File: src/ecc_pkg.sv
// constants for the excitation current control register bank
// Operation
// - one 8-bit register, resets to zero
// - bit 7 enables source b
// - bit 6 enables source a
// - bit 5 routes source b to pin a
// - bit 4 routes source a to pin b
// - bits 3:1 select level 0 to 1 mA
// - bit 0 adds 10 uA diagnostic current
package ecc_pkg;

  localparam int unsigned ADDR_W = 32;
  localparam int unsigned DATA_W = 8;

  localparam logic [31:0] EXC_CTRL_ADDR  = 32'hFFFF0570;
  localparam logic [7:0]  EXC_CTRL_RESET = 8'h00;

  localparam int unsigned SRC_B_EN_BIT    = 7;
  localparam int unsigned SRC_A_EN_BIT    = 6;
  localparam int unsigned SRC_B_ROUTE_BIT = 5;
  localparam int unsigned SRC_A_ROUTE_BIT = 4;
  localparam int unsigned LEVEL_HI        = 3;
  localparam int unsigned LEVEL_LO        = 1;
  localparam int unsigned DIAG_BIT        = 0;

  localparam logic [2:0] LEVEL_MAX_CODE = 3'h5;
  localparam logic [7:0] READ_ZERO      = 8'h00;

endpackage

File: src/ecc_ctrl_top.sv
// excitation current control register and analog control outputs
//
// The plain strobed port is this design's own decision.
`timescale 1ns/1ps
module ecc_ctrl_top (
  // clock and reset
  input  wire logic        mclk,
  input  wire logic        rst_n,
  // register port
  input  wire logic [31:0] reg_addr,
  input  wire logic [7:0]  reg_wdata,
  input  wire logic        reg_wr,
  input  wire logic        reg_rd,
  output logic      [7:0]  reg_rdata,
  // analog current source controls
  output logic             source_a_enable,
  output logic             source_b_enable,
  output logic             source_a_route,
  output logic             source_b_route,
  output logic      [2:0]  current_level_code,
  output logic             diagnostic_current_enable,
  // decoded level per source, zero when disabled
  output logic      [10:0] excitation_source_a,
  output logic      [10:0] excitation_source_b,
  output logic             level_code_valid
);

  ////////////////////////////////////////////////////////////////////////////

  logic [7:0]  ctrl_reg;
  logic        hit;
  logic [10:0] level_ua;

  assign hit = (reg_addr == ecc_pkg::EXC_CTRL_ADDR);

  always_ff @(posedge mclk) begin
    if (!rst_n) begin
      ctrl_reg <= ecc_pkg::EXC_CTRL_RESET;
    end else if (reg_wr && hit) begin
      ctrl_reg <= reg_wdata;
    end
  end

  // unmapped reads return zero
  always_ff @(posedge mclk) begin
    if (!rst_n) begin
      reg_rdata <= ecc_pkg::READ_ZERO;
    end else if (reg_rd && hit) begin
      reg_rdata <= ctrl_reg;
    end else begin
      reg_rdata <= ecc_pkg::READ_ZERO;
    end
  end

  ////////////////////////////////////////////////////////////////////////////

  assign source_b_enable = ctrl_reg[ecc_pkg::SRC_B_EN_BIT];
  assign source_a_enable = ctrl_reg[ecc_pkg::SRC_A_EN_BIT];
  assign source_b_route  = ctrl_reg[ecc_pkg::SRC_B_ROUTE_BIT];
  assign source_a_route  = ctrl_reg[ecc_pkg::SRC_A_ROUTE_BIT];
  assign current_level_code =
    ctrl_reg[ecc_pkg::LEVEL_HI:ecc_pkg::LEVEL_LO];
  assign diagnostic_current_enable = ctrl_reg[ecc_pkg::DIAG_BIT];

  ecc_level_decode u_dec (
    .mclk        (mclk),
    .rst_n       (rst_n),
    .level_code  (current_level_code),
    .diag_en     (diagnostic_current_enable),
    .current_ua  (level_ua),
    .level_valid (level_code_valid)
  );

  // decoded level lags the register by one cycle
  assign excitation_source_a = source_a_enable ? level_ua : 11'h000;
  assign excitation_source_b = source_b_enable ? level_ua : 11'h000;

  ////////////////////////////////////////////////////////////////////////////

  reset_zero_a: assert property (@(posedge mclk)
    !rst_n |=> ctrl_reg == 8'h00 && !source_a_enable)
    else $error("register not cleared by reset");

  src_b_en_a: assert property (@(posedge mclk) disable iff (!rst_n)
    reg_wr && hit |=> source_b_enable == $past(reg_wdata[7]))
    else $error("source b enable mismatch");

  src_a_en_a: assert property (@(posedge mclk) disable iff (!rst_n)
    reg_wr && hit |=> source_a_enable == $past(reg_wdata[6]))
    else $error("source a enable mismatch");

  src_b_route_a: assert property (@(posedge mclk) disable iff (!rst_n)
    reg_wr && hit |=> source_b_route == $past(reg_wdata[5]))
    else $error("source b route mismatch");

  src_a_route_a: assert property (@(posedge mclk) disable iff (!rst_n)
    reg_wr && hit |=> source_a_route == $past(reg_wdata[4]))
    else $error("source a route mismatch");

  level_map_a: assert property (@(posedge mclk) disable iff (!rst_n)
    reg_wr && hit && reg_wdata == 8'h46 ##1 !reg_wr [*2]
    |-> excitation_source_a == 11'h258)
    else $error("level 3 not 600 uA");

  diag_add_a: assert property (@(posedge mclk) disable iff (!rst_n)
    reg_wr && hit && reg_wdata == 8'h41 ##1 !reg_wr [*2]
    |-> excitation_source_a == 11'h00A)
    else $error("diagnostic current not 10 uA");

  read_back_a: assert property (@(posedge mclk) disable iff (!rst_n)
    reg_wr && hit ##1 reg_rd && hit && !reg_wr
    |=> reg_rdata == $past(reg_wdata, 2))
    else $error("read back differs from write");

  hold_val_a: assert property (@(posedge mclk) disable iff (!rst_n)
    !(reg_wr && hit) |=> $stable(ctrl_reg))
    else $error("register changed without write");

endmodule

File: src/ecc_level_decode.sv
// level code to current decoder for the excitation sources
`timescale 1ns/1ps
module ecc_level_decode (
  // clock and reset
  input  wire logic        mclk,
  input  wire logic        rst_n,
  // control fields
  input  wire logic [2:0]  level_code,
  input  wire logic        diag_en,
  // decoded current in microamps, registered
  output logic      [10:0] current_ua,
  output logic             level_valid
);

  logic [10:0] current_next;

  always_comb begin
    case (level_code)
      3'h0:    current_next = 11'h000;
      3'h1:    current_next = 11'h0C8;
      3'h2:    current_next = 11'h190;
      3'h3:    current_next = 11'h258;
      3'h4:    current_next = 11'h320;
      3'h5:    current_next = 11'h3E8;
      default: current_next = 11'h000;
    endcase
    // diagnostic current rides on top of the coded level
    if (diag_en) begin
      current_next = current_next + 11'h00A;
    end
  end

  always_ff @(posedge mclk) begin
    if (!rst_n) begin
      current_ua  <= 11'h000;
      level_valid <= 1'b1;
    end else begin
      current_ua  <= current_next;
      // undefined codes flagged rather than trapped
      level_valid <= (level_code <= ecc_pkg::LEVEL_MAX_CODE);
    end
  end

endmodule

File: config.mk
export PLATFORM = sky130hd
export DESIGN_NAME = ecc_ctrl_top
export DESIGN_NICKNAME = d
export VERILOG_FILES = /design/src/ecc_pkg.sv /design/src/ecc_ctrl_top.sv /design/src/ecc_level_decode.sv
export SDC_FILE = /design/constraint.sdc
export NUM_CORES = 1
export LEC_CHECK = 0
export ABC_AREA = 1
export BUFFER_PORTS_ARGS = -buffer_cell sky130_fd_sc_hd__buf_2
export CORE_MARGIN = 2
export CORE_UTILIZATION = 30
export DETAILED_ROUTE_END_ITERATION = 12
export GPL_TIMING_DRIVEN = 0
export PLACE_DENSITY_LB_ADDON = 0.1
export SYNTH_ARGS = -nofsm -noshare
export SYNTH_HDL_FRONTEND = slang
export SYNTH_SLANG_ARGS = --single-unit
File: constraint.sdc
create_clock -name mclk -period 2.4 [get_ports mclk]
set_input_delay 0.48 -clock mclk [delete_from_list [all_inputs] [get_ports mclk]]
set_output_delay 0.48 -clock mclk [all_outputs]
set_load 0.01 [all_outputs]
==> results.yml <==
status:
  status: "finished clean"
route:
  postRouteAntennaNets: 0
  first_iter_violations: 40
  via_per_inst: 3.99
  routed_wl_um: 3100
  dr_total_vias: 1432
  drt-pass1-iter-count: 4
  routedWlPerCell_um: 8.62
  drc_errors: 0
die:
  core_um2: 4380
  rows: 24
  die_x_um: 71.6
  initial_core_util_pct: 31.2
  io_pins: 83
  die_h_um: 71.6
  die_area_um2: 5120
power_and_ir_drop:
  p_leak_nw: 1.18
  power_density_nw_per_um2: 397
  comb_power_share_pct: 10.5
  max-vdd-ir-drop_uv: 173
  power.internal_mw: 0.584
  netSwitchingFraction_pct: 21.7
  p_switching_mw: 0.162
  pwr-share-clk_pct: 31.5
  seqPwrFrac_pct: 58.0
hold_path:
  min-delay-start: "ctrl_reg[4]"
  hp-class: "flip-flop to flip-flop"
  hold_depth: 2
  hold-path-endpoint: "reg_rdata[4]"
sta:
  layout_setup_ws_ps: 698
  fmax_mhz: 587
  finalSetupTns_ps: 0
  hold_viol: 0
  fin_hold_ws_ps: 459
  drv_slew: 0
  period_share_pct: 70.9
  period_minus_slack_ps: 1700
  rsz0062_at_grt: "no"
  fin_skew_ps: 7.31
  setup_viol: 0
grt:
  grt_pass1_wl_um: 5360
  first_global_vias: 1311
  track_usage_pct: 12.6
  grt_max_degree: 14
  grt_remaining_overflow: 0
  antenna_found_initial: 0
clocking:
  clk_latency_ps: 260
  htree_levels: 1
  cts-root-buf: "clkbuf_8"
  cts_resized: 0
  postCtsHoldBufs: 0
  cts_max_path_buffers: 2
  cts.sinks: 26
  cts_tree: "built"
  cts_post_setup_buffers_inserted: 0
  numCtsBuffers: 3
  path_clk_slew_ps: 80
logic_synthesis:
  yosys_warnings: 0
  ys_top_cells_by_area: "dfxtp_1 38%, nand2_1 18%, inv_1 15%"
  synth_top_cell_by_area: "dfxtp_1"
  synth_cells: 223
  avgSynthCellArea_um2: 6.14
  seq_area_frac_synth_pct: 38.0
  netlist_area_um2: 1370
  synth_top_cell_area_share_pct: 38.0
  yosys_register_bits: 26
  synth.distinct_cells: 18
layout:
  multiInputGateArea_um2: 608
  finish.utilization_pct: 42.8
  regArea_um2: 520
  finalNonFillerCells: 359
  syn_to_final_growth_pct: 37.0
  diodes: 0
  fin_nets: 354
  nFillCells: 506
  largest_reg_flops: 9
  layout-drive-gt1-share_pct: 28.7
setup_path:
  reg2reg_from: "ctrl_reg[1]"
  r2r_slack_ps: 890
  worstPathRequired_ps: 1920
  cp_max_fo: 10
  rr_worst_depth: 6
  worstSetupStartpointType: "flip-flop"
  worstSetupPathType: "flip-flop to output port"
  timing.rr.end: "u_dec.current_ua[7]"
  cp.arrival_ps: 1220
  cp-end-kind: "output port"
placed_design:
  portBuffers: 77
  gp_congestion: 0.756
  hpwlAfterDp_um: 2630
  dp_slack_ps: 821
  dp.cells: 356
job:
  cap_violations: 0
[stage by stage]
| stage | total power, mW | area [µm²] |
|---|---|---|
| floorplan | 0.478 | 1390 |
| global placement | 0.521 | 1840 |
| detailed placement | 0.522 | 1840 |
| CTS | 0.755 | 1880 |
| global route | 0.781 | 1880 |
| finish | 0.745 | 1880 |
[final cells by class]
type	count	area share, %
timing repair buffer	77	20.5
clock buffer	3	2.20
multi-input combinational	137	32.4
buffer	8	2.47
inverter	56	11.2
sequential	26	27.7
tap	52	3.47
[power by group through the flow]
stage,logic (mW),registers (mW),clock network [mW]
floorplan,0.0353,0.442,0
global route,0.0915,0.433,0.257
finish,0.0785,0.432,0.235
detailed placement,0.0793,0.442,0
global placement,0.0784,0.442,0
CTS,0.0794,0.432,0.243
[logic make-up (layout without fill, tap and decap cells)]
logic type | after synthesis | after routing | synth area share [%]
flops | 26 | 26 | 38.0
compound gates | 9 | 9 | 3.29
simple gates | 122 | 122 | 38.8
other cells | 1 | 5 | 0.274
buf+inv | 64 | 144 | 18.7
fa+ha+maj | 1 | 1 | 0.913
[worst max-delay path: stages, from the launching register on]
cell and delay [ps]:
dfxtp_1 330, clkbuf_1 360, nand2_1 100, inv_1 60, buf_2 120
[worst max path at each step]
| stage | slack [ps] | cells after the start | from | endpoint |
|---|---|---|---|---|
| global placement | 820 | 8 | reg_addr[9] | reg_rdata[3] |
| finish | 700 | 4 | ctrl_reg[6] | excitation_source_a[9] |
| global route | 490 | 4 | ctrl_reg[6] | excitation_source_a[8] |
| detailed placement | 820 | 8 | reg_addr[9] | reg_rdata[1] |
| CTS | 670 | 4 | ctrl_reg[6] | excitation_source_a[9] |
| floorplan | 1070 | 6 | ctrl_reg[1] | u_dec.current_ua[7] |
[routing by layer]
layer / vias to the layer above / part of all wire [%] / track usage [%]
met1: 557 / 47 / 16.3
met2: 57 / 44 / 21.4
li1: 816 / - / -
met3: 2 / 8.1 / 2.67
met5: - / 0 / 0
met4: 0 / 0.87 / 3.14
[Yosys cell counts]
master and number:
conb_1 1, dfxtp_1 26, nand3_4 1, and2_1 1
buf_2 1, nor2_1 33, nand3b_1 1, a21oi_1 7
o21ai_0 2, nand3_1 5, ha_1 1, nor3_1 2
nand4_1 12, inv_1 56, buf_4 4, clkbuf_1 3
nand2_1 65, nor2_4 2
[layout by cell type, fill, tap and decap left out, drive strengths merged]
cell type,n
nor2,35
nand3b,1
inv,56
nand3,6
buf,82
o21ai,2
and2,1
ha,1
clkbuf,6
a21oi,7
nand4,12
nand2,65
conb,5
dfxtp,26
nor3,2
No activity file was read; power rests on OpenSTA's default activity.
